File: src/iotp_consts.svh
`ifndef IOTP_CONSTS_SVH
`define IOTP_CONSTS_SVH
// Register byte offsets
`define OFS_CTRL 8'h00
`define OFS_OUTCFG 8'h04
`define OFS_OUTCMD 8'h08
`define OFS_INSTATE 8'h0c
`define OFS_FAULT 8'h10
`define OFS_IRQ_STAT 8'h14
`define OFS_IRQ_MASK 8'h18
`define OFS_GENCFG 8'h1c
// Control fields
`define CTRL_ATTACHED 0
`define CTRL_XY_A_NONSAFE 1
`define CTRL_XY_B_NONSAFE 2
`define CTRL_TESTED_IN 3
// Output config: [3:0] test pulse enable, [7:4] extended detection
`define OUTCFG_TP_LSB 0
`define OUTCFG_EXT_LSB 4
// Interrupt status bits: [3:0] cross-circuit, 4 generator short, 5 high short, 6 warning
`define IRQ_GEN_SHORT 4
`define IRQ_HIGH_SHORT 5
`define IRQ_WARN 6
// Timing in microseconds and clock rate
`define CLK_MHZ 100
`define DET_STD_US 3000
`define DET_EXT_US 43000
`define RESP_STD_US 10000
`define RESP_EXT_US 50000
`define DET_STD_CYC (`DET_STD_US * `CLK_MHZ)
`define DET_EXT_CYC (`DET_EXT_US * `CLK_MHZ)
// Reset values and generator short detection limits
`define GAP_RST 32'd400000
`define PERIOD_RST 32'd20000000
`define GAP_MAX_CYC (4000 * `CLK_MHZ)
`define PERIOD_MIN_CYC (200000 * `CLK_MHZ)
// Generator config units: gap in us, period in ms
`define GAP_UNIT_CYC 32'd100
`define PERIOD_UNIT_CYC 32'd100000
`endif

File: src/iotp_pkg.sv
package iotp_pkg;
  typedef enum logic [1:0] {GEN_IDLE, GEN_HIGH, GEN_GAP} gen_state_t;
  typedef logic [31:0] word_t;
endpackage

File: src/io_test_pulse_fault_monitor.sv
// Function
// - Per-output extended detection time selectable
// - Low within 3 ms or 43 ms
// - Cross-circuit error if Low missed
// - Detection plus response within 10/50 ms
// - Faulty output forced off after detection
// - Odd and even test outputs, two generators
// - Generator shorts detected with short gaps
// - High shorts on tested inputs detected
// - Same-generator shorts never reported
// - Configurable outputs: test or non-safe
// - Non-safe both plus tested input warns
// - Eight safe inputs forwarded to host
// - Outputs follow host commands
// - Inactive unless attached to host, except non-safe configurable outputs and warning
// - One generator per first two test outputs
`include "iotp_consts.svh"
`timescale 1ns/1ns
`default_nettype none
module io_test_pulse_fault_monitor #(
  parameter int DET_STD = `DET_STD_CYC,
  parameter int DET_EXT = `DET_EXT_CYC
) (
  // Clock and reset
  input wire logic aclk,
  input wire logic aresetn,
  // AXI4-Lite write address
  input wire logic [7:0] s_axi_awaddr,
  input wire logic s_axi_awvalid,
  output logic s_axi_awready,
  // AXI4-Lite write data
  input wire logic [31:0] s_axi_wdata,
  input wire logic [3:0] s_axi_wstrb,
  input wire logic s_axi_wvalid,
  output logic s_axi_wready,
  // AXI4-Lite write response
  output logic [1:0] s_axi_bresp,
  output logic s_axi_bvalid,
  input wire logic s_axi_bready,
  // AXI4-Lite read address
  input wire logic [7:0] s_axi_araddr,
  input wire logic s_axi_arvalid,
  output logic s_axi_arready,
  // AXI4-Lite read data
  output logic [31:0] s_axi_rdata,
  output logic [1:0] s_axi_rresp,
  output logic s_axi_rvalid,
  input wire logic s_axi_rready,
  // Pins
  input wire logic [7:0] safe_input_pins,
  input wire logic [3:0] safe_output_low_pins,
  output logic [3:0] safe_output_drive,
  output logic test_output_odd_first,
  output logic test_output_even_first,
  output logic configurable_test_out_a,
  output logic configurable_test_out_b,
  // Interrupt
  output logic irq
);
  import iotp_pkg::*;
  // Input synchronisers
  logic [7:0] in_s1_r, in_s2_r;
  logic [3:0] low_s1_r, low_s2_r;
  always_ff @(posedge aclk) begin
    in_s1_r <= safe_input_pins;
    in_s2_r <= in_s1_r;
    low_s1_r <= safe_output_low_pins;
    low_s2_r <= low_s1_r;
  end
  // Registers
  word_t ctrl_r, ctrl_nxt, outcfg_r, outcfg_nxt, outcmd_r, outcmd_nxt;
  word_t mask_r, mask_nxt, gap_r, gap_nxt, period_r, period_nxt;
  logic [6:0] stat_r, stat_nxt;
  logic [3:0] fault_r, fault_nxt;
  logic aw_ok_r, aw_ok_nxt, w_ok_r, w_ok_nxt;
  logic [7:0] awaddr_r, awaddr_nxt;
  word_t wdata_r, wdata_nxt, rdata_r, rdata_nxt;
  logic bvalid_r, bvalid_nxt, rvalid_r, rvalid_nxt;
  logic [1:0] bresp_r, bresp_nxt, rresp_r, rresp_nxt;
  logic irq_r, irq_nxt;
  // Generator state
  gen_state_t gen_st_r, gen_st_nxt;
  logic [31:0] gen_cnt_r, gen_cnt_nxt;
  logic [1:0] gen_lvl;
  logic attached;
  assign attached = ctrl_r[`CTRL_ATTACHED];
  // Detection timers per output
  logic [31:0] det_cnt_r [4];
  logic [31:0] det_cnt_nxt [4];
  logic [3:0] xfault, drive_nxt;
  logic [3:0] drive_r;
  // Output watch: switched off but not Low
  genvar g;
  generate
    for (g = 0; g < 4; g++) begin : g_out
      always_comb begin
        logic [31:0] lim;
        lim = outcfg_r[`OUTCFG_EXT_LSB + g] ? 32'(DET_EXT) : 32'(DET_STD);
        det_cnt_nxt[g] = 32'd0;
        xfault[g] = 1'b0;
        if (attached && !outcmd_r[g] && !low_s2_r[g]) begin
          if (det_cnt_r[g] < lim) begin
            det_cnt_nxt[g] = det_cnt_r[g] + 32'd1;
          end else begin
            det_cnt_nxt[g] = det_cnt_r[g];
            xfault[g] = 1'b1;
          end
        end
      end
      always_ff @(posedge aclk) begin
        if (!aresetn) begin
          det_cnt_r[g] <= 32'd0;
        end else begin
          det_cnt_r[g] <= det_cnt_nxt[g];
        end
      end
    end
  endgenerate
  // Test pulse generators: shared timing, separate pins
  logic [31:0] hi_len;
  logic gen_run, short_det, high_det, warn;
  assign hi_len = period_r - gap_r;
  always_comb begin
    gen_st_nxt = gen_st_r;
    gen_cnt_nxt = gen_cnt_r + 32'd1;
    if (!attached) begin
      gen_st_nxt = GEN_IDLE;
      gen_cnt_nxt = 32'd0;
    end else begin
      case (gen_st_r)
        GEN_IDLE: begin
          gen_st_nxt = GEN_HIGH;
          gen_cnt_nxt = 32'd0;
        end
        GEN_HIGH: begin
          if (gen_cnt_r >= hi_len) begin
            gen_st_nxt = GEN_GAP;
            gen_cnt_nxt = 32'd0;
          end
        end
        GEN_GAP: begin
          if (gen_cnt_r >= gap_r) begin
            gen_st_nxt = GEN_HIGH;
            gen_cnt_nxt = 32'd0;
          end
        end
        default: begin
          gen_st_nxt = GEN_IDLE;
          gen_cnt_nxt = 32'd0;
        end
      endcase
    end
  end
  // Odd gaps in first half, even in second
  assign gen_lvl[0] = !(gen_st_r == GEN_GAP && gen_cnt_r < (gap_r >> 1));
  assign gen_lvl[1] = !(gen_st_r == GEN_GAP && gen_cnt_r >= (gap_r >> 1));
  assign gen_run = attached && gen_st_r != GEN_IDLE;
  // Short between generators: input high while its generator gaps
  // Inputs fed by one generator are compared only with that generator
  assign short_det = gen_run && gap_r <= `GAP_MAX_CYC && period_r >= `PERIOD_MIN_CYC
    && ctrl_r[`CTRL_TESTED_IN] && gen_st_r == GEN_GAP
    && ((!gen_lvl[0] && |(in_s2_r & 8'h55 & outcfg_r[23:16]))
     || (!gen_lvl[1] && |(in_s2_r & 8'haa & outcfg_r[23:16])));
  // Tested input high on the last cycle of a gap
  assign high_det = gen_run && ctrl_r[`CTRL_TESTED_IN] && gen_st_r == GEN_GAP
    && gen_cnt_r >= gap_r && |(in_s2_r & outcfg_r[23:16]);
  // Both configurable outputs non-safe with tested input
  assign warn = ctrl_r[`CTRL_XY_A_NONSAFE] && ctrl_r[`CTRL_XY_B_NONSAFE]
    && ctrl_r[`CTRL_TESTED_IN];
  // Latched fault forces the output off within the budget
  always_comb begin
    fault_nxt = attached ? (fault_r | xfault) : 4'h0;
    for (int i = 0; i < 4; i++) begin
      // Drive per host command, gated by pulse test
      drive_nxt[i] = attached && outcmd_r[i] && !fault_r[i] && !xfault[i]
        && (!outcfg_r[`OUTCFG_TP_LSB + i] || gen_lvl[i[0]]);
    end
  end
  // AXI write path
  logic wr_go;
  logic [7:0] wsel;
  assign wr_go = aw_ok_r && w_ok_r && !bvalid_r;
  assign wsel = awaddr_r & 8'hfc;
  always_comb begin
    logic [31:0] m;
    m = {{8{s_axi_wstrb[3]}}, {8{s_axi_wstrb[2]}}, {8{s_axi_wstrb[1]}}, {8{s_axi_wstrb[0]}}};
    aw_ok_nxt = aw_ok_r;
    w_ok_nxt = w_ok_r;
    awaddr_nxt = awaddr_r;
    wdata_nxt = wdata_r;
    ctrl_nxt = ctrl_r;
    outcfg_nxt = outcfg_r;
    outcmd_nxt = outcmd_r;
    mask_nxt = mask_r;
    gap_nxt = gap_r;
    period_nxt = period_r;
    bvalid_nxt = bvalid_r && !s_axi_bready;
    bresp_nxt = bresp_r;
    stat_nxt = stat_r;
    if (s_axi_awvalid && !aw_ok_r) begin
      aw_ok_nxt = 1'b1;
      awaddr_nxt = s_axi_awaddr;
    end
    if (s_axi_wvalid && !w_ok_r) begin
      w_ok_nxt = 1'b1;
      wdata_nxt = (s_axi_wdata & m) | (32'h0 & ~m);
    end
    if (wr_go) begin
      aw_ok_nxt = 1'b0;
      w_ok_nxt = 1'b0;
      bvalid_nxt = 1'b1;
      bresp_nxt = 2'b00;
      case (wsel)
        `OFS_CTRL: ctrl_nxt = {28'h0, wdata_r[3:0]};
        `OFS_OUTCFG: outcfg_nxt = {8'h0, wdata_r[23:16], 8'h0, wdata_r[7:0]};
        `OFS_OUTCMD: outcmd_nxt = {22'h0, wdata_r[9:8], 4'h0, wdata_r[3:0]};
        `OFS_IRQ_STAT: stat_nxt = stat_r & ~wdata_r[6:0];
        `OFS_IRQ_MASK: mask_nxt = {25'h0, wdata_r[6:0]};
        `OFS_GENCFG: begin
          gap_nxt = {16'h0, wdata_r[15:0]} * `GAP_UNIT_CYC;
          period_nxt = {16'h0, wdata_r[31:16]} * `PERIOD_UNIT_CYC;
        end
        `OFS_INSTATE, `OFS_FAULT: bresp_nxt = 2'b00;
        default: bresp_nxt = 2'b10;
      endcase
    end
    // Events win over a clear in the same cycle
    stat_nxt = stat_nxt | {warn, high_det, short_det, xfault};
    irq_nxt = |(stat_nxt & mask_r[6:0]);
  end

  // AXI read path
  always_comb begin
    rvalid_nxt = rvalid_r && !s_axi_rready;
    rdata_nxt = rdata_r;
    rresp_nxt = rresp_r;
    if (s_axi_arvalid && !rvalid_r) begin
      rvalid_nxt = 1'b1;
      rresp_nxt = 2'b00;
      case (s_axi_araddr & 8'hfc)
        `OFS_CTRL: rdata_nxt = ctrl_r;
        `OFS_OUTCFG: rdata_nxt = outcfg_r;
        `OFS_OUTCMD: rdata_nxt = outcmd_r;
        `OFS_INSTATE: rdata_nxt = {24'h0, attached ? in_s2_r : 8'h00};
        `OFS_FAULT: rdata_nxt = {28'h0, fault_r};
        `OFS_IRQ_STAT: rdata_nxt = {25'h0, stat_r};
        `OFS_IRQ_MASK: rdata_nxt = mask_r;
        `OFS_GENCFG: rdata_nxt = 32'h0;
        default: begin
          rdata_nxt = 32'h0;
          rresp_nxt = 2'b10;
        end
      endcase
    end
  end

  always_ff @(posedge aclk) begin
    if (!aresetn) begin
      ctrl_r <= 32'h0;
      outcfg_r <= 32'h0;
      outcmd_r <= 32'h0;
      mask_r <= 32'h0;
      gap_r <= `GAP_RST;
      period_r <= `PERIOD_RST;
      stat_r <= 7'h0;
      fault_r <= 4'h0;
      aw_ok_r <= 1'b0;
      w_ok_r <= 1'b0;
      awaddr_r <= 8'h0;
      wdata_r <= 32'h0;
      rdata_r <= 32'h0;
      bvalid_r <= 1'b0;
      rvalid_r <= 1'b0;
      bresp_r <= 2'b00;
      rresp_r <= 2'b00;
      irq_r <= 1'b0;
      s_axi_awready <= 1'b1;
      s_axi_wready <= 1'b1;
      s_axi_arready <= 1'b1;
      gen_st_r <= GEN_IDLE;
      gen_cnt_r <= 32'h0;
      drive_r <= 4'h0;
      test_output_odd_first <= 1'b0;
      test_output_even_first <= 1'b0;
      configurable_test_out_a <= 1'b0;
      configurable_test_out_b <= 1'b0;
    end else begin
      ctrl_r <= ctrl_nxt;
      outcfg_r <= outcfg_nxt;
      outcmd_r <= outcmd_nxt;
      mask_r <= mask_nxt;
      gap_r <= gap_nxt;
      period_r <= period_nxt;
      stat_r <= stat_nxt;
      fault_r <= fault_nxt;
      aw_ok_r <= aw_ok_nxt;
      w_ok_r <= w_ok_nxt;
      awaddr_r <= awaddr_nxt;
      wdata_r <= wdata_nxt;
      rdata_r <= rdata_nxt;
      bvalid_r <= bvalid_nxt;
      rvalid_r <= rvalid_nxt;
      bresp_r <= bresp_nxt;
      rresp_r <= rresp_nxt;
      irq_r <= irq_nxt;
      s_axi_awready <= !aw_ok_nxt;
      s_axi_wready <= !w_ok_nxt;
      s_axi_arready <= !rvalid_nxt;
      gen_st_r <= gen_st_nxt;
      gen_cnt_r <= gen_cnt_nxt;
      drive_r <= drive_nxt;
      // Each first test output has its own generator
      test_output_odd_first <= gen_run && gen_lvl[0];
      test_output_even_first <= gen_run && gen_lvl[1];
      // Test pulse or plain non-safe level
      configurable_test_out_a <= ctrl_r[`CTRL_XY_A_NONSAFE] ? outcmd_r[8] : gen_run && gen_lvl[0];
      configurable_test_out_b <= ctrl_r[`CTRL_XY_B_NONSAFE] ? outcmd_r[9] : gen_run && gen_lvl[1];
    end
  end

  assign s_axi_bvalid = bvalid_r;
  assign s_axi_bresp = bresp_r;
  assign s_axi_rvalid = rvalid_r;
  assign s_axi_rdata = rdata_r;
  assign s_axi_rresp = rresp_r;
  assign safe_output_drive = drive_r;
  assign irq = irq_r;
endmodule
`default_nettype wire

File: config.mk
export PLATFORM = sky130hd
export DESIGN_NAME = io_test_pulse_fault_monitor
export DESIGN_NICKNAME = d
export VERILOG_FILES = /design/src/iotp_pkg.sv /design/src/io_test_pulse_fault_monitor.sv
export VERILOG_INCLUDE_DIRS = /design/src /design/src/src
export SDC_FILE = /design/constraint.sdc
export NUM_CORES = 1
export LEC_CHECK = 0
export BUFFER_PORTS_ARGS = -buffer_cell sky130_fd_sc_hd__buf_4
export CORE_ASPECT_RATIO = 0.6
export CORE_UTILIZATION = 35
export DETAILED_ROUTE_END_ITERATION = 10
export SYNTH_ARGS = -nofsm -noshare
export SYNTH_HDL_FRONTEND = slang
export SYNTH_SLANG_ARGS = --single-unit
File: constraint.sdc
create_clock -name aclk -period 6.2 [get_ports aclk]
set_clock_uncertainty 0.05 [all_clocks]
set_input_delay 1.24 -clock aclk [delete_from_list [all_inputs] [get_ports aclk]]
set_output_delay 1.24 -clock aclk [all_outputs]
set_load 0.02 [all_outputs]
==> run metrics <==
Num CTS Buffers=35; GP Congestion=0.8826; root buf cell=clkbuf_16; slew at the pin with the worst max-slew slack=1171 ps; largest net degree at the start of global routing=78; critical path arrival=5590 ps; relative slew slack=21.34%; Resize count post-CTS=0; critical path data required time=6580 ps; FILL cells=6080; status=finished clean; fraction of layout cells with a size suffix above 1=7.618%; Die ar.=62750 sq um; Syn. warnings=0; clock share of power=47.1%; Min Clock Period, post-route=5211 ps; synthesized netlist cell count=2483; Most used DFF post-synth=dfxtp_1; PortBufs=100; routed wire length=55490 microns; antenna violations before repair=2; Die X=322.7 microns; clk slew on worst S/H paths=60 ps; Final HPWL DP=43690 microns; CTS tree=yes; clk sinks=352; dominant cells by area after synthesis=dfxtp_1 (33%), ha_1 (16%), fa_1 (5.1%), nor2_1 (5.0%), inv_1 (3.6%); final hold violations=0; worst-skew pair later-pin latency=550 ps; Internal=3.924 mW; largest area contributor in the netlist=dfxtp_1; n_diodes=0; max_cap viols=0; Worst Setup End Kind=flop; Post-DRT Antenna Nets=0; Static Leak=10.73 nW; Routed WL per cell=16.31 microns; crit path max fanout=6; f_max=191.9 MHz; register area share after synthesis=32.62%; first-pass GRT wire length=90860 microns; final worst-path cycle share=84.04%; drc violations=0; Boundary Pins=121; core area=60960 sq um; Total Power=5.130 mW; Startpoint Class=flop; P&R area growth vs syn=12.77%; P_sw=1.206 mW; number of global-route vias before repair=17104; PwrDens=210.6 nW/um^2; via count=17445; Initial Utilization=35.44%; TNS Setup=0 ps; CTS Buffer Depth=3; Slew Viols, Final=0; Initial DRC Count=1123; Comb pwr share=7.8%; Yosys cell types=89; via/cell ratio=5.129; number of flops mapped to enable cells by yosys=0; Post-CTS Setup Repair Bufs=0; H-tree depth=2; #FFs+latches synth=352; CTS Hold Bufs=0; Net count, final=2951; syn avg cell area=8.699 sq um; crit path kind=reg2reg; sw frac=23.50%; post-synth top area share=32.62%; setup repair after global routing missed its margin=false; die height=194.4 microns; Max rail drop VDD=0.1508 mV; # rows=70; total congestion overflow=0; total track usage=17.72%; Netlist Area Pre-Place=21600 sq um; hold crit path type=reg2reg; final setup vio count=0; Sequential Power Share=45.1%; TritonRoute pass-1 iters=5; Async S/R FF share, synth=0%
power by group through the flow:
stage / clock, mW / combinational [mW] / sequential [mW]
floorplan: 0 / 0.279 / 2.36
global placement: 0 / 0.390 / 2.36
detailed placement: 0 / 0.392 / 2.36
CTS: 2.47 / 0.399 / 2.31
global route: 2.57 / 0.451 / 2.32
finish: 2.42 / 0.399 / 2.31
worst max-delay path, cell delays in order (launching register included):
cell	delay, ps
dfxtp_1	470
ha_1	290
ha_1	310
inv_1	60
fa_1	530
inv_1	70
fa_1	510
fa_1	530
ha_1	410
a21o_1	210
a21oi_1	150
o22ai_1	110
a211oi_1	290
o22ai_1	190
o41ai_1	460
mux2i_1	140
a311o_1	320
layout by cell type (no fill, tap or decap), drive strengths merged, types with 14 or more instances in the layout:
master	instances
nor2	288
dfxtp	352
nand2	193
mux2i	43
and2	27
a21o	30
and3	55
ha	277
inv	212
conb	16
or3	28
nor4	21
nand4	41
xnor2	77
a21oi	159
a211oi	16
clkbuf	42
buf	108
xor2	87
nor3	30
nand2b	14
o211ai	19
a22oi	17
o21ai	77
nand3	109
fa	55
final timing paths:
kind                     from      endpoint  slack (ps)  depth (start not counted)
setup reg to reg  wdata_r[22]  period_r[31]         990                         16
hold reg to reg    in_s1_r[2]    in_s2_r[2]         280                          0
setup / recovery  wdata_r[22]  period_r[31]         990                         16
hold / removal     in_s1_r[2]    in_s2_r[2]         280                          0
state kept, by name, indices dropped and copies added (netlist names), 2 cells and up:
register	cells
awaddr_r	6
ctrl_r	4
det_cnt_r	128
fault_r	4
gap_r	21
gen_cnt_r	32
gen_st_r	2
in_s1_r	8
in_s2_r	8
low_s1_r	4
low_s2_r	4
mask_r	7
outcfg_r	16
outcmd_r	6
period_r	27
s_axi_rdata	18
safe_output_drive	4
stat_r	7
wdata_r	32
logic make-up after synthesis:
group | share of synthesized area, %
AND/OR/NAND/NOR | 19.02
AO/OA/AOI/OAI | 12.55
flip-flops | 32.62
adder cells (fa/ha/maj) | 21.14
buffers and inverters | 5.798
XOR/XNOR | 6.650
multiplexers | 2.201
other | 0.01736
layer usage:
layer	track usage (%)	up-vias	share of wire, %
met5	0	-	0.020
met1	27.62	8244	54
li1	-	8720	-
met4	3.493	2	1.6
met3	3.470	59	5.7
met2	24.76	420	39
Yosys cell counts (5+ instances only):
master / number
nor4_1: 19
and2_1: 27
nor2_1: 288
ha_1: 277
xor2_1: 87
o21ai_1: 19
a41oi_1: 6
buf_4: 16
a21oi_1: 157
nand4b_1: 7
xnor2_1: 77
a211oi_1: 16
and3_1: 54
or3_1: 27
nand2_1: 193
nand2b_1: 14
mux2i_1: 43
nand3_1: 108
or4_1: 5
nand4_1: 41
a31oi_1: 13
inv_1: 210
a221oi_1: 8
o21bai_1: 6
and4_1: 10
o211ai_1: 19
clkbuf_1: 72
nor3_1: 28
fa_1: 55
a21o_1: 30
o31ai_1: 8
dfxtp_1: 352
o21a_1: 8
nor2b_1: 7
o21ai_0: 58
a22oi_1: 17
final cells by class:
class	count	area (sq um)	area share, %
Inverter	210	790.8	3.246
Clock inverter	20	355.3	1.459
Clock buffer	42	953.4	3.914
Tap cell	828	1036	4.253
Multi-Input combinational cell	1841	13370	54.87
Sequential cell	352	7047	28.93
Timing Repair Buffer	108	810.8	3.328
per-stage QoR:
step / cell area [sq um] / util, % / instances / setup WS [ps] / hold slack [ps]
global placement: 23050 / 37.81 / 3339 / 1111 / 268.4
CTS: 24360 / 39.96 / 3401 / 1022 / 277.0
global route: 24360 / 39.96 / 3401 / 773.7 / 286.2
floorplan: 21660 / - / 2498 / 1585 / 259.6
detailed placement: 23050 / 37.81 / 3339 / 1065 / 262.1
finish: 24360 / 39.96 / 3401 / 989.3 / 277.7
Note: power is estimated with default switching activity, not from simulation.
